===== config.mk =====
export PLATFORM = sky130hd
export DESIGN_NAME = watchdog_soft_reset
export DESIGN_NICKNAME = d
export VERILOG_FILES = /design/src/verilog/wdog_pkg.sv /design/src/verilog/key_if.sv /design/src/verilog/key_decoder.sv /design/src/verilog/watchdog_soft_reset.sv /design/src/verilog/wdog_counter.sv
export VERILOG_INCLUDE_DIRS = /design/src /design/src/verilog
export SDC_FILE = /design/constraint.sdc
export NUM_CORES = 1
export LEC_CHECK = 0
export BUFFER_PORTS_ARGS = -buffer_cell sky130_fd_sc_hd__buf_2
export CORE_MARGIN = 2
export CORE_UTILIZATION = 50
export CTS_CLUSTER_SIZE = 30
export DETAILED_ROUTE_END_ITERATION = 6
export GPL_TIMING_DRIVEN = 0
export PLACE_DENSITY = 0.7
export SLEW_MARGIN = 20
export SYNTH_ARGS = -nofsm -noshare
export SYNTH_HDL_FRONTEND = slang
export SYNTH_HIERARCHICAL = 1
export SYNTH_SLANG_ARGS = --single-unit

===== constraint.sdc =====
create_clock -name sys_clk -period 7.61 [get_ports sys_clk]
set_input_delay 1.522 -clock sys_clk [delete_from_list [all_inputs] [get_ports sys_clk]]
set_output_delay 1.522 -clock sys_clk [all_outputs]
set_load 0.03 [all_outputs]

===== src/verilog/wdog_consts.svh =====
`ifndef WDOG_CONSTS_SVH
`define WDOG_CONSTS_SVH
// Function
// - Key pair 5AH then A5H written to the key register resets the device.
// - Soft-reset key pair works even while the watchdog is stopped.
// - Keyed soft reset sets only the soft-reset flag; software clears it.
// - Any other key write resets at once and sets both reset flags.
// - Prescale select sets time-out: 0 gives 16K cycles, 7 gives 2048K.
// - Idle-freeze 0 counts in idle; idle-freeze 1 holds count while idle.
// - Counter overflow resets the device and sets the overflow flag.
// - Running bit is read-only, shows counter state; writes ignored.
// - Every reset stops the counter; only key pair 1EH/E1H restarts it.
// - Key register write-only at A6H; control register at A7H.

// Register addresses
`define WD_ADDR_KEY      8'hA6
`define WD_ADDR_CTRL     8'hA7
`define WD_ADDR_IRQ_STAT 8'hA8
`define WD_ADDR_IRQ_CLR  8'hA9
`define WD_ADDR_IRQ_EN   8'hAA

// Key bytes
`define WD_KEY_EN1       8'h1E
`define WD_KEY_EN2       8'hE1
`define WD_KEY_SR1       8'h5A
`define WD_KEY_SR2       8'hA5

// Control register fields
`define WD_CTRL_PS_HI    7
`define WD_CTRL_PS_LO    5
`define WD_CTRL_IDLE     4
`define WD_CTRL_SOFT     2
`define WD_CTRL_OVF      1
`define WD_CTRL_RUN      0
`define WD_PS_RST        3'h0

// Interrupt status, clear and enable fields
`define WD_IRQ_SOFT      0
`define WD_IRQ_OVF       1
`define WD_IRQ_BAD       2

// Time-out base and counter width
`define WD_BASE_CYCLES   16384
`define WD_CNT_W         21
`endif


===== src/verilog/wdog_pkg.sv =====
package wdog_pkg;
	typedef logic [7:0] byte_t;
	typedef logic [2:0] psel_t;
	typedef logic [2:0] irq_t;
	typedef enum logic [1:0] {
		KEY_IDLE,
		KEY_HAVE_EN,
		KEY_HAVE_SR
	} key_state_e;
endpackage : wdog_pkg

===== src/verilog/key_if.sv =====
`timescale 1ns/1ps
interface key_if;
	import wdog_pkg::*;
	logic  key_wr;
	byte_t key_data;
	logic  abort;
	logic  kick;
	logic  soft_req;
	logic  bad_key;
	modport decoder (input key_wr, key_data, abort,
		output kick, soft_req, bad_key);
	modport ctrl (output key_wr, key_data, abort,
		input kick, soft_req, bad_key);
endinterface : key_if


===== src/verilog/key_decoder.sv =====
`timescale 1ns/1ps
`include "wdog_consts.svh"
module key_decoder
	import wdog_pkg::*;
(
	// Clock and reset
	input wire logic sys_clk,
	input wire logic nrst,
	// Key traffic
	key_if.decoder   kbus
);
	key_state_e state_q;
	key_state_e state_d;

	// Pair decode; results are one-cycle pulses
	always_comb begin
		state_d = state_q;
		kbus.kick = 1'b0;
		kbus.soft_req = 1'b0;
		kbus.bad_key = 1'b0;
		if (kbus.key_wr) begin
			case (state_q)
				KEY_IDLE: begin
					if (kbus.key_data == `WD_KEY_EN1) begin
						state_d = KEY_HAVE_EN;
					end else if (kbus.key_data == `WD_KEY_SR1) begin
						state_d = KEY_HAVE_SR;
					end else begin
						kbus.bad_key = 1'b1;
					end
				end
				KEY_HAVE_EN: begin
					state_d = KEY_IDLE;
					kbus.kick = (kbus.key_data == `WD_KEY_EN2);
					kbus.bad_key = (kbus.key_data != `WD_KEY_EN2);
				end
				KEY_HAVE_SR: begin
					state_d = KEY_IDLE;
					kbus.soft_req = (kbus.key_data == `WD_KEY_SR2);
					kbus.bad_key = (kbus.key_data != `WD_KEY_SR2);
				end
				default: begin
					state_d = KEY_IDLE;
				end
			endcase
		end
		// A reset from any source drops a half-written pair
		if (kbus.abort) begin
			state_d = KEY_IDLE;
		end
	end

	// Sequence state
	always_ff @(posedge sys_clk or negedge nrst) begin
		if (!nrst) begin
			state_q <= KEY_IDLE;
		end else begin
			state_q <= state_d;
		end
	end
endmodule : key_decoder


===== src/verilog/watchdog_soft_reset.sv =====
`timescale 1ns/1ps
`include "wdog_consts.svh"
module watchdog_soft_reset
	import wdog_pkg::*;
#(
	parameter int BASE_CYCLES = `WD_BASE_CYCLES,
	parameter int CNT_W       = `WD_CNT_W
) (
	// Clock and reset
	input wire logic  sys_clk,
	input wire logic  nrst,
	// Register port
	input wire byte_t reg_addr,
	input wire byte_t reg_wdata,
	input wire logic  reg_wr,
	input wire logic  reg_rd,
	output byte_t     reg_rdata,
	// Device state
	input wire logic  idle_mode,
	input wire logic  chip_reset_in,
	// Reset request, interrupt and running flag
	output logic      wd_reset_req,
	output logic      wd_irq,
	output logic      wdog_running_flag
);

	// ------------------------------------------------------------
	// Decode helpers
	// ------------------------------------------------------------

	// Write hit on one register address
	function automatic logic wr_hit(
		input logic  wr,
		input byte_t addr,
		input byte_t target
	);
		wr_hit = wr && (addr == target);
	endfunction : wr_hit

	// Sticky flag: setting event wins, a written 0 clears, 1 is ignored.
	// Shared by both reset-cause flags so they cannot drift apart.
	function automatic logic flag_next(
		input logic cur,
		input logic set,
		input logic wr,
		input logic wbit
	);
		if (set) begin
			flag_next = 1'b1;
		end else if (wr && !wbit) begin
			flag_next = 1'b0;
		end else begin
			flag_next = cur;
		end
	endfunction : flag_next

	// ------------------------------------------------------------
	// Declarations
	// ------------------------------------------------------------

	key_if kbus ();

	psel_t prescale_q;
	logic  wdog_idle_freeze_q;
	logic  soft_reset_flag_q;
	logic  wdog_overflow_flag_q;
	logic  running_q;
	logic  reset_req_q;
	irq_t  irq_stat_q;
	irq_t  irq_en_q;
	byte_t rdata_q;

	logic  key_wr;
	logic  ctrl_wr;
	logic  clr_wr;
	logic  en_wr;
	logic  soft_evt;
	logic  bad_evt;
	logic  ovf_evt;
	logic  own_reset;
	logic  any_reset;
	logic  freeze;
	irq_t  irq_set;
	irq_t  irq_clr;
	byte_t ctrl_view;
	byte_t rdata_d;

	// ------------------------------------------------------------
	// Register write decode
	// ------------------------------------------------------------

	// Key register has no storage; it only feeds the decoder
	assign key_wr  = wr_hit(reg_wr, reg_addr, `WD_ADDR_KEY);
	assign ctrl_wr = wr_hit(reg_wr, reg_addr, `WD_ADDR_CTRL);
	assign clr_wr  = wr_hit(reg_wr, reg_addr, `WD_ADDR_IRQ_CLR);
	assign en_wr   = wr_hit(reg_wr, reg_addr, `WD_ADDR_IRQ_EN);

	// ------------------------------------------------------------
	// Key sequence decoder
	// ------------------------------------------------------------

	// Key traffic toward the decoder
	assign kbus.key_wr   = key_wr;
	assign kbus.key_data = reg_wdata;
	assign kbus.abort    = any_reset;

	key_decoder u_key_decoder (
		.sys_clk (sys_clk),
		.nrst    (nrst),
		.kbus    (kbus.decoder)
	);

	// Decoder results; soft reset works with counter stopped
	assign soft_evt = kbus.soft_req;
	assign bad_evt  = kbus.bad_key;

	// ------------------------------------------------------------
	// Watchdog counter
	// ------------------------------------------------------------

	// Freeze only while idle and the option asks for it
	assign freeze = wdog_idle_freeze_q && idle_mode;

	wdog_counter #(
		.BASE_CYCLES (BASE_CYCLES),
		.CNT_W       (CNT_W)
	) u_wdog_counter (
		.sys_clk  (sys_clk),
		.nrst     (nrst),
		.run      (running_q),
		.freeze   (freeze),
		.restart  (kbus.kick),
		.psel     (prescale_q),
		.overflow (ovf_evt)
	);

	// ------------------------------------------------------------
	// Reset generation
	// ------------------------------------------------------------

	// Reset sources raised by this block.
	// All three act in the same cycle as their event, so the key
	// decoder and running state are cleared on the same edge the pulse shows.
	// The surrounding device decides how long its own reset lasts;
	// this block only flags the request for one cycle.
	assign own_reset = soft_evt || bad_evt || ovf_evt;

	// Any reset, ours or from elsewhere in the device
	assign any_reset = own_reset || chip_reset_in;

	// Registered request so the pulse is glitch free
	always_ff @(posedge sys_clk or negedge nrst) begin
		if (!nrst) begin
			reset_req_q <= 1'b0;
		end else begin
			reset_req_q <= own_reset;
		end
	end

	assign wd_reset_req = reset_req_q;

	// ------------------------------------------------------------
	// Running state
	// ------------------------------------------------------------

	// Reset wins over a kick in the same cycle.
	// A kick that closes a pair while a reset is raised is lost;
	// software must write the pair again after the reset.
	always_ff @(posedge sys_clk or negedge nrst) begin
		if (!nrst) begin
			running_q <= 1'b0;
		end else if (any_reset) begin
			running_q <= 1'b0;
		end else if (kbus.kick) begin
			running_q <= 1'b1;
		end
	end

	assign wdog_running_flag = running_q;

	// ------------------------------------------------------------
	// Control register: prescale and idle option
	// ------------------------------------------------------------

	// Prescale select; a device reset returns it to default
	always_ff @(posedge sys_clk or negedge nrst) begin
		if (!nrst) begin
			prescale_q <= `WD_PS_RST;
		end else if (any_reset) begin
			prescale_q <= `WD_PS_RST;
		end else if (ctrl_wr) begin
			prescale_q <= reg_wdata[`WD_CTRL_PS_HI:`WD_CTRL_PS_LO];
		end
	end

	// Idle-freeze option
	always_ff @(posedge sys_clk or negedge nrst) begin
		if (!nrst) begin
			wdog_idle_freeze_q <= 1'b0;
		end else if (any_reset) begin
			wdog_idle_freeze_q <= 1'b0;
		end else if (ctrl_wr) begin
			wdog_idle_freeze_q <= reg_wdata[`WD_CTRL_IDLE];
		end
	end

	// ------------------------------------------------------------
	// Control register: reset-cause flags
	// ------------------------------------------------------------

	// Flags survive the reset they report; only power-up or a written 0 clears them.
	// Writing 0 clears; setting event wins over a clear.
	// Software that writes back a stale image of the register with
	// a 0 in a flag bit may lose a cause that arrived meanwhile.
	always_ff @(posedge sys_clk or negedge nrst) begin
		if (!nrst) begin
			soft_reset_flag_q <= 1'b0;
		end else begin
			soft_reset_flag_q <= flag_next(soft_reset_flag_q,
				soft_evt || bad_evt, ctrl_wr,
				reg_wdata[`WD_CTRL_SOFT]);
		end
	end

	// Overflow flag; a good soft key leaves it alone
	always_ff @(posedge sys_clk or negedge nrst) begin
		if (!nrst) begin
			wdog_overflow_flag_q <= 1'b0;
		end else begin
			wdog_overflow_flag_q <= flag_next(wdog_overflow_flag_q,
				ovf_evt || bad_evt, ctrl_wr,
				reg_wdata[`WD_CTRL_OVF]);
		end
	end

	// ------------------------------------------------------------
	// Interrupt status, clear and enable
	// ------------------------------------------------------------

	// Event vector in status-bit order
	always_comb begin
		irq_set = '0;
		irq_set[`WD_IRQ_SOFT] = soft_evt;
		irq_set[`WD_IRQ_OVF]  = ovf_evt;
		irq_set[`WD_IRQ_BAD]  = bad_evt;
	end

	// Write-one-to-clear mask
	assign irq_clr = clr_wr ? reg_wdata[2:0] : '0;

	// Sticky status; set beats clear per bit.
	// Unlike the cause flags, status bits split a bad key from an
	// overflow, so software can tell all three sources apart.
	for (genvar i = 0; i < 3; i++) begin : g_irq_stat
		always_ff @(posedge sys_clk or negedge nrst) begin
			if (!nrst) begin
				irq_stat_q[i] <= 1'b0;
			end else if (irq_set[i]) begin
				irq_stat_q[i] <= 1'b1;
			end else if (irq_clr[i]) begin
				irq_stat_q[i] <= 1'b0;
			end
		end
	end

	// Interrupt enables
	always_ff @(posedge sys_clk or negedge nrst) begin
		if (!nrst) begin
			irq_en_q <= '0;
		end else if (en_wr) begin
			irq_en_q <= reg_wdata[2:0];
		end
	end

	// Level interrupt while any enabled status bit is set
	assign wd_irq = |(irq_stat_q & irq_en_q);

	// ------------------------------------------------------------
	// Read path
	// ------------------------------------------------------------

	// Control register image; bit 3 reserved reads zero.
	// The running bit is shown but never written from the bus.
	always_comb begin
		ctrl_view = '0;
		ctrl_view[`WD_CTRL_PS_HI:`WD_CTRL_PS_LO] = prescale_q;
		ctrl_view[`WD_CTRL_IDLE] = wdog_idle_freeze_q;
		ctrl_view[`WD_CTRL_SOFT] = soft_reset_flag_q;
		ctrl_view[`WD_CTRL_OVF]  = wdog_overflow_flag_q;
		ctrl_view[`WD_CTRL_RUN]  = running_q;
	end

	// Read mux; write-only and unmapped addresses read zero.
	// Reads have no side effects, so polling status is always safe.
	// The key register returns zero so no half pair can be seen.
	always_comb begin
		rdata_d = '0;
		if (reg_rd) begin
			case (reg_addr)
				`WD_ADDR_CTRL: begin
					rdata_d = ctrl_view;
				end
				`WD_ADDR_IRQ_STAT: begin
					rdata_d = {5'h00, irq_stat_q};
				end
				`WD_ADDR_IRQ_EN: begin
					rdata_d = {5'h00, irq_en_q};
				end
				default: begin
					rdata_d = '0;
				end
			endcase
		end
	end

	// Data stands only in the cycle after the read strobe
	always_ff @(posedge sys_clk or negedge nrst) begin
		if (!nrst) begin
			rdata_q <= '0;
		end else begin
			rdata_q <= rdata_d;
		end
	end

	assign reg_rdata = rdata_q;

endmodule : watchdog_soft_reset


===== src/verilog/wdog_counter.sv =====
`timescale 1ns/1ps
module wdog_counter
	import wdog_pkg::*;
#(
	parameter int BASE_CYCLES = 16384,
	parameter int CNT_W       = 21
) (
	// Clock and reset
	input wire logic  sys_clk,
	input wire logic  nrst,
	// Control
	input wire logic  run,
	input wire logic  freeze,
	input wire logic  restart,
	input wire psel_t psel,
	// Event
	output logic      overflow
);
	logic [CNT_W-1:0] count_q;
	logic [CNT_W-1:0] last;

	// Period doubles per select step
	assign last = CNT_W'((BASE_CYCLES << psel) - 1);
	assign overflow = run && !restart && !freeze && (count_q == last);

	// Count; restart and stop both zero it
	always_ff @(posedge sys_clk or negedge nrst) begin
		if (!nrst) begin
			count_q <= '0;
		end else if (restart || !run) begin
			count_q <= '0;
		end else if (freeze) begin
			count_q <= count_q;
		end else if (count_q == last) begin
			count_q <= '0;
		end else begin
			count_q <= count_q + 1'b1;
		end
	end
endmodule : wdog_counter


# Word level (Yosys, flattened, before mapping)
# Index checks and enable logic that the tools add are counted.
dict set report classes {
  eq_ne 16
  n_bitwise 1
  div_mod_pow 0
  shift 1
  muxes 35
  magnitude_cmp 0
  mul 0
  n_reduce_logical 31
  n_addsub 2
}
# cell count
set op_table {}
lappend op_table {{21-bit two-way mux} 3}
lappend op_table {{8-bit equality test (second input constant)} 7}
lappend op_table {{8-bit one-hot mux with 3 select lines} 1}
lappend op_table {{21-bit by 1-bit adder with 21-bit output (second input constant)} 1}
lappend op_table {{21-bit equality test} 1}
lappend op_table {{1-bit two-way mux} 21}
lappend op_table {{15-bit by 3-bit << shifter with 21-bit output (first input constant)} 1}
lappend op_table {{21-bit by 2-bit subtractor with 21-bit output (second input constant)} 1}
lappend op_table {{8-bit inequality test (second input constant)} 2}
lappend op_table {{2-bit nonzero test} 8}
lappend op_table {{1-bit logical AND} 10}
lappend op_table {{2-bit two-way mux} 5}
lappend op_table {{3-bit two-way mux} 3}
lappend op_table {{8-bit by 5-bit equality test with 1-bit output (second input constant)} 1}
lappend op_table {{8-bit by 7-bit equality test with 1-bit output (second input constant)} 1}
lappend op_table {{8-bit two-way mux} 1}
lappend op_table {{1-bit logical NOT} 5}
lappend op_table {{1-bit logical OR} 5}
lappend op_table {{4-bit by 2-bit inequality test with 1-bit output (second input constant)} 1}
lappend op_table {{3-bit bitwise AND} 1}
lappend op_table {{1-bit one-hot mux with 3 select lines} 1}
lappend op_table {{3-bit OR reduction} 1}
lappend op_table {{2-bit by 1-bit equality test with 1-bit output (second input constant)} 1}
lappend op_table {{2-bit equality test (second input constant)} 1}
lappend op_table {{3 further kinds} 3}
dict set report totals {
  output_inout_bits 11
  elab_cells 99
  romBits 0
  mem_bits_rw 0
  reg_bits 45
  n_memories 0
  latch_bits 0
  input_bits 22
}

# Logic depth before layout (Yosys ltp)
# Gate-level depths: netlist of run 1.
dict set report logic_depth {
  ltp_word 11
  ltp_mapped 12
  ltp_nobuf 11
}

# Modules after synthesis
# The synthesis of run 1 kept the hierarchy.
# module seq_area_each_um2 instances area_each_um2 cells_each
set by_module_without_submodules {}
lappend by_module_without_submodules {wdog_counter 525.5 1 1430.1 169}
lappend by_module_without_submodules {watchdog_soft_reset 525.5 1 1086.0 101}
lappend by_module_without_submodules {key_decoder 50.0 1 330.3 38}

# Worst setup path before layout of run 1
# No wires, ideal clock.
dict set report synth_timing {
  path_kind {input to register}
  startpoint {input port reg_addr[6]}
  endpoint {register u_key_decoder.state_q[0]}
  n_path_buf 1
  required_time_ns 7.522
  slack_ns 3.607
  cell_stages 12
  t_arrival_ns 3.915
  path_cell_list {and4bb_2 -> nand3_1 -> nor4b_1 -> nand4b_1 -> nor2_1 -> nor2b_1 -> clkbuf_1 -> nand2b_1 -> nor4_1 -> nor4_4 -> inv_2 -> a41oi_1}
}
dict set report synth_between {
  elab_chain_cells 11
  word_cells_on_any_way 16
  cone_classes {eq/ne: 2; mux: 4; reduce/logical: 10}
}
# item line
set synth_lines {}
lappend synth_lines {{from (decl)} watchdog_soft_reset.sv:13} ;# input wire byte_t reg_addr,
lappend synth_lines {{8-bit equality test *} watchdog_soft_reset.sv:37} ;# wr_hit = wr && (addr == target);
lappend synth_lines {{1-bit logical AND *} watchdog_soft_reset.sv:37}
lappend synth_lines {{net kbus.key_wr} key_if.sv:4} ;# logic key_wr;
lappend synth_lines {{1-bit two-way mux *} key_decoder.sv:21} ;# if (kbus.key_wr) begin
lappend synth_lines {{net kbus.kick} key_if.sv:7} ;# logic kick;
lappend synth_lines {{1-bit logical NOT *} wdog_counter.sv:24} ;# assign overflow = run && !restart && !freeze && (count_q == last);
lappend synth_lines {{1-bit logical AND * (3 in a row)} wdog_counter.sv:24}
lappend synth_lines {{net ovf_evt} watchdog_soft_reset.sv:79} ;# logic ovf_evt;
lappend synth_lines {{1-bit logical OR *} watchdog_soft_reset.sv:146} ;# assign own_reset = soft_evt || bad_evt || ovf_evt;
lappend synth_lines {{1-bit logical OR *} watchdog_soft_reset.sv:149} ;# assign any_reset = own_reset || chip_reset_in;
lappend synth_lines {{net any_reset} watchdog_soft_reset.sv:81} ;# logic any_reset;
lappend synth_lines {{4-bit by 2-bit inequality test with 1-bit output (no line) / 2-bit nonzero test (equally long branches)} n/a}
lappend synth_lines {{2-bit AND reduction (no line)} n/a}
lappend synth_lines {{to (signal assigned)} key_decoder.sv:58} ;# state_q <= state_d;
lappend synth_lines {{to (decl)} key_decoder.sv:12} ;# key_state_e state_q;
# The timed path passes the listed nets; every way through them passes the cells marked *.
# A chain may end at the register's enable or synchronous reset.

# Worst setup path in the final report of run 1
# Ends and elaborated chain as after synthesis.

==> flow_summary_export.csv, run 1 <==
group,metric,value,unit
timing,final.setup.tns,0,ps
routing,totalWireLength,6.477,mm
routing,drt_first_iter_violations,220,
final_layout,synthToLayoutAreaGrowth,12.97,%
global_route,grt_pass1_wl,10.99,mm
synthesis,synthDistinctLibCells,60,
final_layout,fillCellCount,490,
synthesis,syn_avg_cell_area,9.242,um^2
final_layout,final-seq-area,1101,um^2
synthesis,yosysSeqAreaShare,0.3868,
cts,clk_latency,310,ps
worst_setup_path,path_cells,"buf_2, and4bb_2, nand3_1, nor4b_1, nand4b_1, nor2_1, nor2b_1, clkbuf_1, nand2b_1, nor4_1, nor4_4, inv_2, a41oi_1",
timing,hold_slack,520.0,ps
hold_path,hold_path_class,"reg -> reg",
cts,cts_setup_buffers,0,
cts,postCtsHoldBufs,0,
synthesis,synth_nets,335,
worst_setup_path,crit_family,"simple AND/OR/NAND/NOR gates",
cts,cts_tree,"yes",
worst_setup_path,path_class,"in -> reg",
timing,rsz0062_at_grt,"false",
global_route,grt_pass1_vias,2275,
pwr,power_switching,0.1269,mW
timing,hold_viol,0,
worst_setup_path,rrSetupSlack,4560,ps
routing,viasPerCell,6.005,
timing,tightestPinTransition,1106,ps
placement,port_buffers,30,
synthesis,synthArstFlopShare,1.000,
routing,drt_pass1_iterations,5,
cts,cts_made_buffers,5,
synthesis,yosys_warnings,6,
routing,wl_per_cell,15.50,um
pwr,p_int,0.3810,mW
cts,cts_max_path_buffers,2,
synthesis,synthCells,308,
worst_setup_path,slowest_stage,"nor4b_1",
timing,period_share,0.6277,
worst_setup_path,cpPeakStageDelay,930,ps
flow_run,cap_violations,0,
global_route,gr-total-overflow,0,
final_layout,drive_gt1_frac,0.1936,
synthesis,synth.cell_area,2846,um^2
placement,dp_slack,2517,ps
final_layout,nets,372,
worst_setup_path,cp.buffers_inverters,3,
pwr,switching_share,0.2499,
cts,post_cts_resized,0,
worst_setup_path,critPathArrivalTime,4980,ps
timing,final.min_clock_period,4777,ps
worst_setup_path,worst-path-max-fanout,9,
floorplan,io_pins,33,
pwr,seqPwrFrac,0.488,
floorplan,fp.dieArea,6312,um^2
timing,fin_ws,2833,ps
routing,drtAntennaViolNets,0,
routing,num_vias,2510,
routing,drc_errors,0,
synthesis,synthTopCellsByArea,"dfrtp_1 (39%), nand2_1 (4.5%), nand3_1 (4.0%)",
run_status,status,"complete, no violations",
floorplan,floorplan.initialDensity,0.5169,
synthesis,synth_edf_count,0,
pwr,p_leak,1.361,nW
timing,finalClockSkew,12.60,ps
floorplan,fp-row-count,27,
floorplan,die_w,79.45,um
cts,clk_pin_slew,80,ps
placement,hpwl,4.648,mm
placement,place_congestion,0.8327,
synthesis,yosys.area.top_type,"dfrtp_1",
synthesis,synth_top_area_frac,0.3868,
global_route,antenna_found_initial,0,
timing,fmax,209.3,MHz
timing,slew_violations,0,
cts,cts_htree_levels,2,
worst_setup_path,start_kind,"input pin",
timing,setup_violations,0,
worst_setup_path,required,7820,ps
cts,clock-sinks,44,
pwr,power_frac_comb,0.119,
final_layout,diodes,0,
final_layout,multi_input_area,1570,um^2
synthesis,synth-main-ff-cell,"dfrtp_1",
pwr,peakVddDrop,0.1039,mV
global_route,track_usage,0.2192,
floorplan,chipHeight,79.45,um
synthesis,ys_seq_elements,44,
floorplan,core,5507,um^2
pwr,power_density,158.0,nW/um^2
cts,root_buffer,"clkbuf_8",
pwr,clock_power_share,0.393,
global_route,grt_start_max_net_pins,45,
worst_setup_path,end_kind,"register",
timing,slew_headroom,0.2561,
## per-stage QoR
step / util / instances / instance area, um^2 / power, mW
6_report: 0.5840 / 418 / 3216 / 0.5079
5_1_grt: 0.5840 / 418 / 3216 / 0.5285
4_1_cts: 0.5835 / 418 / 3213 / 0.5113
3_5_place_dp: 0.5606 / 410 / 3087 / 0.3126
3_3_place_gp: 0.5606 / 410 / 3087 / 0.3094
2_1_floorplan: - / 308 / 2846 / 0.2892
## worst paths after layout
check | start | to | cells after the start
setup / recovery | reg_addr[6] | u_key_decoder/state_q[0] | 13
hold / removal | prescale_q[1] | reg_rdata[6] | 2
setup reg to reg | u_wdog_counter/count_q[0] | prescale_q[1] | 9
hold reg to reg | prescale_q[1] | reg_rdata[6] | 2
max in group asynchronous | nrst | wdog_running_flag | 1
min in group asynchronous | nrst | u_wdog_counter/count_q[17] | 1
## power by group through the flow
stage / clock network (mW) / logic [mW] / registers [mW]
global placement: 0 / 0.0578 / 0.252
CTS: 0.203 / 0.0606 / 0.247
finish: 0.200 / 0.0606 / 0.248
global route: 0.212 / 0.0684 / 0.249
detailed placement: 0 / 0.0602 / 0.252
floorplan: 0 / 0.0394 / 0.250
## flip-flops by register name, summed over array words and instances, names as in the netlist
name	cells
wd_reset_req	1
prescale_q	3
irq_en_q	3
soft_reset_flag_q	1
wdog_idle_freeze_q	1
reg_rdata	7
irq_stat_q	3
u_wdog_counter/count_q	21
wdog_overflow_flag_q	1
wdog_running_flag	1
u_key_decoder/state_q	2
## layer usage
| metal | part of all wire | vias up | GRT usage |
|---|---|---|---|
| li1 | - | 1223 | - |
| met4 | 0.013 | 0 | 0.06034 |
| met2 | 0.45 | 77 | 0.3387 |
| met3 | 0.058 | 10 | 0.04412 |
| met5 | 0 | - | 0 |
| met1 | 0.48 | 1200 | 0.3130 |
## worst reg2reg max path: stages, from the launching register on
cell	delay, ps
dfrtp_1	400
ha_1	180
nand3_1	220
nor3b_1	330
nand2_1	180
or3_1	340
nor4_1	900
nor4_4	150
nand2_1	160
mux2i_1	80
## cells in the mapped netlist (2+ instances only)
| cell type | number |
|---|---|
| nand2b_1 | 6 |
| nor4bb_1 | 3 |
| nor3_1 | 7 |
| mux2_2 | 3 |
| o31ai_1 | 3 |
| and4bb_2 | 2 |
| nand3_1 | 23 |
| and4_1 | 3 |
| nor4b_1 | 2 |
| o211ai_1 | 12 |
| and2b_1 | 2 |
| dfrtp_1 | 44 |
| nand4b_1 | 3 |
| nor2_1 | 15 |
| clkbuf_1 | 4 |
| nand4_1 | 12 |
| nand2_1 | 34 |
| and4b_1 | 4 |
| buf_6 | 3 |
| inv_1 | 14 |
| and3_1 | 4 |
| nor3b_1 | 2 |
| a31oi_1 | 6 |
| nand3b_1 | 5 |
| o21ai_0 | 7 |
| mux2i_1 | 8 |
| a41oi_1 | 5 |
| or3_1 | 5 |
| buf_4 | 4 |
| a21oi_1 | 14 |
| buf_2 | 5 |
| and2_1 | 4 |
| ha_1 | 5 |
| nor2b_1 | 4 |
| or4_1 | 4 |
| a21o_1 | 3 |
## cells in the final DEF (no fill, tap or decap), types with 2 or more instances in the layout
cell type / synthesis / final
dfrtp_1: 44 / 44
buf_2: 5 / 34
nand2_1: 34 / 34
nand3_1: 23 / 23
nor2_1: 15 / 15
inv_1: 14 / 14
a21oi_1: 14 / 14
nand4_1: 12 / 12
o211ai_1: 12 / 12
mux2i_1: 8 / 8
nor3_1: 7 / 7
clkbuf_8: 0 / 7
o21ai_0: 7 / 7
nand2b_1: 6 / 6
a31oi_1: 6 / 6
buf_4: 4 / 5
nand3b_1: 5 / 5
a41oi_1: 5 / 5
ha_1: 5 / 5
or3_1: 5 / 5
clkbuf_1: 4 / 4
and4b_1: 4 / 4
and2_1: 4 / 4
nor2b_1: 4 / 4
or4_1: 4 / 4
and3_1: 4 / 4
buf_6: 3 / 3
nor4bb_1: 3 / 3
and4_1: 3 / 3
mux2_2: 3 / 3
a21o_1: 3 / 3
nand4b_1: 3 / 3
o31ai_1: 3 / 3
and4bb_2: 2 / 2
nor3b_1: 2 / 2
nor4b_1: 2 / 2
and2b_1: 2 / 2
## area by class of cell
type | count | area share
multi-input cells | 232 | 0.4883
flip-flops and latches | 44 | 0.3424
repair buffers | 30 | 0.04747
plain buffers | 17 | 0.03697
clock buffers | 7 | 0.02996
well taps | 72 | 0.02802
inverters | 15 | 0.01751
clock inverters | 1 | 0.009339
## kinds of logic (layout without fill, tap and decap cells)
| logic type | count (synthesis) | in the layout | synth area share |
|---|---|---|---|
| compound gates | 59 | 59 | 0.1459 |
| simple gates | 154 | 154 | 0.3363 |
| buf+inv | 32 | 70 | 0.06153 |
| flops | 44 | 44 | 0.3868 |
| fa+ha+maj | 5 | 5 | 0.02198 |
| mux | 11 | 11 | 0.04000 |
| other cells | 1 | 1 | 0.001317 |
| xor+xnor | 2 | 2 | 0.006155 |
Power figures use the tool's default switching activity.
==> run 2, diff against run 1 <==
--- a/config.mk
+++ b/config.mk
@@ -6,6 +6,7 @@
 export SDC_FILE = /design/constraint.sdc
 export NUM_CORES = 1
 export LEC_CHECK = 0
+export ABC_AREA = 1
 export BUFFER_PORTS_ARGS = -buffer_cell sky130_fd_sc_hd__buf_2
 export CORE_MARGIN = 2
 export CORE_UTILIZATION = 50
==> constraint.sdc (replaced) <==
create_clock -name sys_clk -period 4.8 [get_ports sys_clk]
set_input_delay 0.96 -clock sys_clk [delete_from_list [all_inputs] [get_ports sys_clk]]
set_output_delay 0.96 -clock sys_clk [all_outputs]
set_load 0.03 [all_outputs]
==> run 2 against run 1 <==
Net effect:
- sequential share of layout area fell by 1.9 points
- clock skew fell by 5.9 ps
- power is 44% higher
- global-route usage shrank 0.12 points
- final cell count grew 33%
- hold slack got worse by 5.0 ps
- cell area is 5.8% higher
- routed wire length rose by 3.3%
- critical endpoint unchanged
==> flow_summary_export.csv, run 2 <==
group,metric,value,unit
worst_setup_path,critPathArrivalTime,3680,ps
cts,cts_setup_buffers,0,
synthesis,synth_top_area_frac,0.3636,
routing,drt_pass1_iterations,4,
pwr,power_density,214.8,nW/um^2
final_layout,final-seq-area,1101,um^2
cts,cts_max_path_buffers,2,
timing,fmax,290.5,MHz
final_layout,drive_gt1_frac,0.1900,
worst_setup_path,worst-path-max-fanout,6,
timing,final.min_clock_period,3442,ps
cts,clk_latency,300,ps
timing,final.setup.tns,0,ps
hold_path,hold_path_class,"reg -> reg",
floorplan,die_w,81.82,um
worst_setup_path,crit_family,"simple AND/OR/NAND/NOR gates",
synthesis,synthCells,440,
floorplan,fp.dieArea,6695,um^2
cts,clk_pin_slew,80,ps
routing,drt_first_iter_violations,145,
timing,period_share,0.7171,
timing,hold_viol,0,
cts,cts_tree,"yes",
worst_setup_path,cp.buffers_inverters,4,
pwr,p_int,0.5593,mW
final_layout,fillCellCount,555,
run_status,status,"complete, no violations",
pwr,power_switching,0.1711,mW
worst_setup_path,path_cells,"buf_2, inv_1, nand2_1, nor3_2, nor3b_1, nand4_1, nor2_1, nor2_2, inv_1, nor3_4, nor2_2, nand2_2, nor2_4, inv_2, a21oi_1, nand2_1, nand2_1, nand2_1, nand2_1",
cts,root_buffer,"clkbuf_8",
timing,slew_violations,0,
routing,num_vias,2814,
pwr,total_power,0.7304,mW
routing,viasPerCell,5.079,
placement,port_buffers,31,
final_layout,diodes,0,
timing,slew_headroom,0.5000,
floorplan,chipHeight,81.82,um
timing,fin_ws,1358,ps
global_route,grt_start_max_net_pins,45,
worst_setup_path,end_kind,"register",
routing,drtAntennaViolNets,0,
pwr,peakVddDrop,0.1227,mV
floorplan,io_pins,33,
cts,cts_made_buffers,5,
global_route,track_usage,0.2180,
pwr,p_leak,1.735,nW
global_route,grt_pass1_vias,2586,
worst_setup_path,start_kind,"input pin",
timing,rsz0062_at_grt,"false",
placement,dp_slack,1086,ps
global_route,antenna_found_initial,0,
pwr,switching_share,0.2342,
hold_path,hp-start,"wdog_overflow_flag_q",
routing,drc_errors,0,
worst_setup_path,r2r_end,"u_key_decoder/state_q[0]",
worst_setup_path,cpPeakStageDelay,660,ps
final_layout,top_register,"u_wdog_counter/count_q",
hold_path,worstHoldPathCells,2,
synthesis,synthTopCellsByArea,"dfrtp_1 (36%), nand2_1 (18%), inv_1 (7.3%)",
pwr,power_frac_comb,0.067,
synthesis,ys_seq_elements,44,
worst_setup_path,timing.critical_path.from,"reg_addr[6]",
synthesis,synth.cell_area,3028,um^2
worst_setup_path,reg2reg_depth,19,
synthesis,synth_nets,467,
worst_setup_path,slowest_stage,"nor3b_1",
synthesis,synth-main-ff-cell,"dfrtp_1",
timing,tightestPinTransition,748.4,ps
flow_run,cap_violations,0,
worst_setup_path,cpMostUsedCell,"nand2_1",
final_layout,layout_common_cells,"nand2_1 (142), inv_1 (59), nor2_1 (47), nand3_1 (44), dfrtp_1 (44)",
hold_path,worstHoldEndpoint,"wdog_overflow_flag_q",
floorplan,floorplan.initialDensity,0.5145,
cts,post_cts_resized,0,
synthesis,syn_avg_cell_area,6.882,um^2
synthesis,synthDistinctLibCells,32,
placement,hpwl,5.158,mm
cts,cts_htree_levels,2,
final_layout,final_core_util,0.5778,
synthesis,yosys.area.top_type,"dfrtp_1",
worst_setup_path,worstReg2RegStart,"u_wdog_counter/count_q[0]",
routing,totalWireLength,6.690,mm
cts,clock-sinks,44,
synthesis,synthArstFlopShare,1.000,
global_route,grt_pass1_wl,11.22,mm
synthesis,yosysMostFrequentCell,"nand2_1",
final_layout,layout_commonest_cell,"nand2_1",
timing,finalClockSkew,6.721,ps
final_layout,multi_input_area,1635,um^2
worst_setup_path,rrSetupSlack,2310,ps
timing,setup_violations,0,
final_layout,largest_register_ff_count,21,
routing,wl_per_cell,12.08,um
cts,postCtsHoldBufs,0,
synthesis,yosys_warnings,6,
placement,place_congestion,0.9109,
global_route,gr-total-overflow,0,
synthesis,yosysSeqAreaShare,0.3636,
worst_setup_path,path_class,"in -> reg",
pwr,clock_power_share,0.418,
floorplan,fp-row-count,28,
pwr,seqPwrFrac,0.515,
floorplan,core,5886,um^2
final_layout,nets,505,
synthesis,ys_top_cells_by_count,"nand2_1 (142), inv_1 (59), nor2_1 (47), dfrtp_1 (44), nand3_1 (44)",
worst_setup_path,required,5040,ps
synthesis,synth_edf_count,0,
final_layout,synthToLayoutAreaGrowth,12.31,%
## run 2: cell families after synthesis
kind of cell | share of synthesized area
simple gates | 0.4504
buf+inv | 0.09628
flops | 0.3636
compound gates | 0.03884
xor+xnor | 0.02892
fa+ha+maj | 0.02066
other cells | 0.001238
## run 2: final cells by class
| cell class | count | area share |
|---|---|---|
| Multi-Input combinational cell | 324 | 0.4809 |
| Sequential cell | 44 | 0.3238 |
| Inverter | 67 | 0.07395 |
| Timing Repair Buffer | 31 | 0.04636 |
| Tap cell | 75 | 0.02759 |
| Clock buffer | 6 | 0.02428 |
| Buffer | 5 | 0.01177 |
| Clock inverter | 2 | 0.01141 |
## run 2: power groups by stage
stage / clock network, mW / logic (mW) / registers (mW)
after detailed placement: 0 / 0.0491 / 0.384
after CTS: 0.312 / 0.0492 / 0.376
after global placement: 0 / 0.0477 / 0.384
after global routing: 0.327 / 0.0557 / 0.377
after floorplan: 0 / 0.0235 / 0.383
final: 0.305 / 0.0489 / 0.376
## run 2: worst max path at each step
stage / endpoint / cells after the start / slack (ps)
2_1_floorplan: u_key_decoder/state_q[0] / 17 / 1750
3_3_place_gp: u_key_decoder/state_q[1] / 18 / 1090
3_5_place_dp: u_key_decoder/state_q[1] / 18 / 1090
4_1_cts: u_key_decoder/state_q[1] / 19 / 1400
5_1_grt: u_key_decoder/state_q[0] / 19 / 1110
6_report: u_key_decoder/state_q[0] / 19 / 1360
## run 2: metal layers
| layer | up-vias | part of all wire | track usage |
|---|---|---|---|
| li1 | 1442 | - | - |
| met1 | 1295 | 0.44 | 0.2613 |
| met2 | 69 | 0.50 | 0.3894 |
| met3 | 8 | 0.042 | 0.03297 |
| met4 | 0 | 0.011 | 0.08667 |
| met5 | - | 0 | 0 |
## run 2: per-stage QoR
stage | cell area [um^2] | hold WS, ps | std cells
after floorplan | 3028 | 448.2 | 440
after CTS | 3398 | 522.5 | 554
after detailed placement | 3277 | 500.7 | 546
after global placement | 3277 | 485.8 | 546
final | 3401 | 515.0 | 554
after global routing | 3401 | 544.6 | 554
## run 2: worst reg2reg max path: cells and delay by family, from the launching register on
| kind | cells | cell delay, ps |
|---|---|---|
| DFF | 1 | 430 |
| and+or+nand+nor | 15 | 1310 |
| adders and majority gates | 1 | 250 |
| AOI/OAI and AO/OA | 1 | 130 |
| buffers and inverters | 2 | 330 |
==> run 3, diff against run 2 <==
--- a/config.mk
+++ b/config.mk
@@ -6,14 +6,14 @@
 export SDC_FILE = /design/constraint.sdc
 export NUM_CORES = 1
 export LEC_CHECK = 0
-export ABC_AREA = 1
+export ABC_AREA = 0
 export BUFFER_PORTS_ARGS = -buffer_cell sky130_fd_sc_hd__buf_2
 export CORE_MARGIN = 2
 export CORE_UTILIZATION = 50
 export CTS_CLUSTER_SIZE = 30
 export DETAILED_ROUTE_END_ITERATION = 6
 export GPL_TIMING_DRIVEN = 0
-export PLACE_DENSITY = 0.7
+export PLACE_DENSITY = 0.73
 export SLEW_MARGIN = 20
 export SYNTH_ARGS = -nofsm -noshare
 export SYNTH_HDL_FRONTEND = slang
==> constraint.sdc (replaced) <==
create_clock -name sys_clk -period 2.8 [get_ports sys_clk]
set_input_delay 0.56 -clock sys_clk [delete_from_list [all_inputs] [get_ports sys_clk]]
set_output_delay 0.56 -clock sys_clk [all_outputs]
set_load 0.03 [all_outputs]
==> run 3 against run 2 <==
Net effect:
- cell area decreased by 2.6%
- worst setup slack got worse by 1200 ps
- critical path depth fell by 8
- non-clock buffer count up 19
==> flow_summary_export.csv, run 3 (synthesis gave the netlist of run 1 again) <==
group,metric,value,unit
timing,rsz0062_at_grt,"false",
cts,cts_tree,"yes",
routing,drtAntennaViolNets,0,
placement,port_buffers,30,
timing,setup_violations,0,
placement,hpwl,4.697,mm
cts,clk_pin_slew,90,ps
timing,slew_headroom,0.5807,
pwr,total_power,1.344,mW
global_route,antenna_found_initial,0,
timing,finalClockSkew,7.478,ps
global_route,gr-total-overflow,0,
placement,place_congestion,0.8396,
timing,period_share,0.9467,
routing,num_vias,2582,
global_route,track_usage,0.2250,
final_layout,nets,380,
timing,hold_slack,233.6,ps
floorplan,fp-row-count,27,
run_status,status,"complete, no violations",
timing,slew_violations,0,
timing,final.min_clock_period,2651,ps
floorplan,core,5507,um^2
cts,cts_htree_levels,2,
worst_setup_path,worst-path-max-fanout,10,
worst_setup_path,required,2970,ps
hold_path,hold_path_class,"in -> async",
floorplan,fp.dieArea,6312,um^2
cts,cts_made_buffers,5,
global_route,grt_pass1_vias,2376,
worst_setup_path,path_class,"in -> reg",
routing,drt_first_iter_violations,220,
final_layout,largest_register_ff_count,21,
cts,clk_latency,300,ps
routing,wl_per_cell,15.74,um
final_layout,diodes,0,
cts,postCtsHoldBufs,0,
cts,clock-sinks,44,
flow_run,cap_violations,0,
pwr,power_density,405.7,nW/um^2
timing,hold_viol,0,
timing,fmax,377.3,MHz
global_route,grt_pass1_wl,11.33,mm
final_layout,drive_gt1_frac,0.2316,
global_route,grt_start_max_net_pins,45,
worst_setup_path,critPathArrivalTime,2820,ps
worst_setup_path,end_kind,"register",
final_layout,layout_common_cells,"dfrtp_1 (44), buf_2 (34), nand2_1 (34), nand3_1 (23)",
floorplan,io_pins,33,
worst_setup_path,start_kind,"input pin",
floorplan,chipHeight,79.45,um
cts,root_buffer,"clkbuf_8",
routing,drt_pass1_iterations,5,
cts,cts_max_path_buffers,2,
final_layout,layout_commonest_cell,"dfrtp_1",
routing,drc_errors,0,
worst_setup_path,reg2reg_depth,10,
timing,tightestPinTransition,627.6,ps
routing,totalWireLength,6.706,mm
final_layout,top_register,"u_wdog_counter/count_q",
pwr,p_leak,1.408,nW
floorplan,die_w,79.45,um
floorplan,floorplan.initialDensity,0.5169,
routing,viasPerCell,6.061,
pwr,peakVddDrop,0.2618,mV
final_layout,synthToLayoutAreaGrowth,16.35,%
[run 3: cell count changes in the layout (fill, tap and decap cells not counted), sizes merged, moves of 16 or more]
cell,previous run,this run
nand2,150,34
inv,66,16
nor2,65,16
nand3,55,23
buf,36,52
[run 3: metrics by stage]
| step | util | setup TNS [ps] | std cells | worst slack, ps | instance area [um^2] |
|---|---|---|---|---|---|
| after floorplan | - | 0 | 308 | 47.62 | 2877 |
| after global placement | 0.5660 | -7056 | 410 | -503.9 | 3117 |
| after detailed placement | 0.5660 | -8408 | 410 | -573.6 | 3117 |
| after CTS | 0.5901 | 0 | 420 | 15.74 | 3249 |
| after global routing | 0.6015 | 0 | 426 | 2.016 | 3312 |
| final | 0.6015 | 0 | 426 | 149.2 | 3312 |
[run 3: cell type report]
class	instances	area (um^2)
Buffer	16	116.4
Clock buffer	5	68.82
Clock inverter	3	46.29
Fill cell	480	2195
Inverter	15	56.30
Multi-Input combinational cell	232	1613
Sequential cell	44	1101
Tap cell	72	90.09
Timing Repair Buffer	39	220.2
[run 3: worst max-delay path, cell delays in order]
cell and delay, ps:
buf_2 90, and4bb_2 330, nand3_1 130, nor4b_4 420, nand4b_1 190, nor2_2 180
nand2b_2 230, nor2_1 160, clkbuf_2 250, o211ai_1 140, o211ai_1 120
[run 3: report_power, final]
group	leakage (nW)	switching, mW	internal, mW
combinational	0.741	0.0954	0.0720
sequential	0.612	0.0205	0.651
clock	0.0548	0.236	0.269
total	1.41	0.351	0.992
[run 3: metal layers]
metal	wire length [um]	part of all wire	track usage	up-vias
met2	3212	0.48	0.3655	84
met1	3037	0.45	0.3055	1248
met5	0	0	0	-
li1	-	-	-	1238
met4	104	0.016	0.06034	0
met3	351	0.052	0.04638	12
[run 3: timing repair]
item	4_1_cts	5_1_grt
resized for setup	1	4
pin swaps	2	4
setup buffers	2	7
endpoints found under the setup margin	16	20
[run 3: path summary, 6_finish.rpt]
check	start	endpoint	slack, ps
max in group asynchronous	nrst	wdog_idle_freeze_q	2160
hold reg to reg	wdog_idle_freeze_q	reg_rdata[4]	530
min in group sys_clk	wdog_idle_freeze_q	reg_rdata[4]	530
setup reg to reg	u_wdog_counter/count_q[0]	wdog_idle_freeze_q	240
setup / recovery	reg_addr[6]	u_wdog_counter/count_q[16]	150
hold / removal	nrst	u_wdog_counter/count_q[10]	230
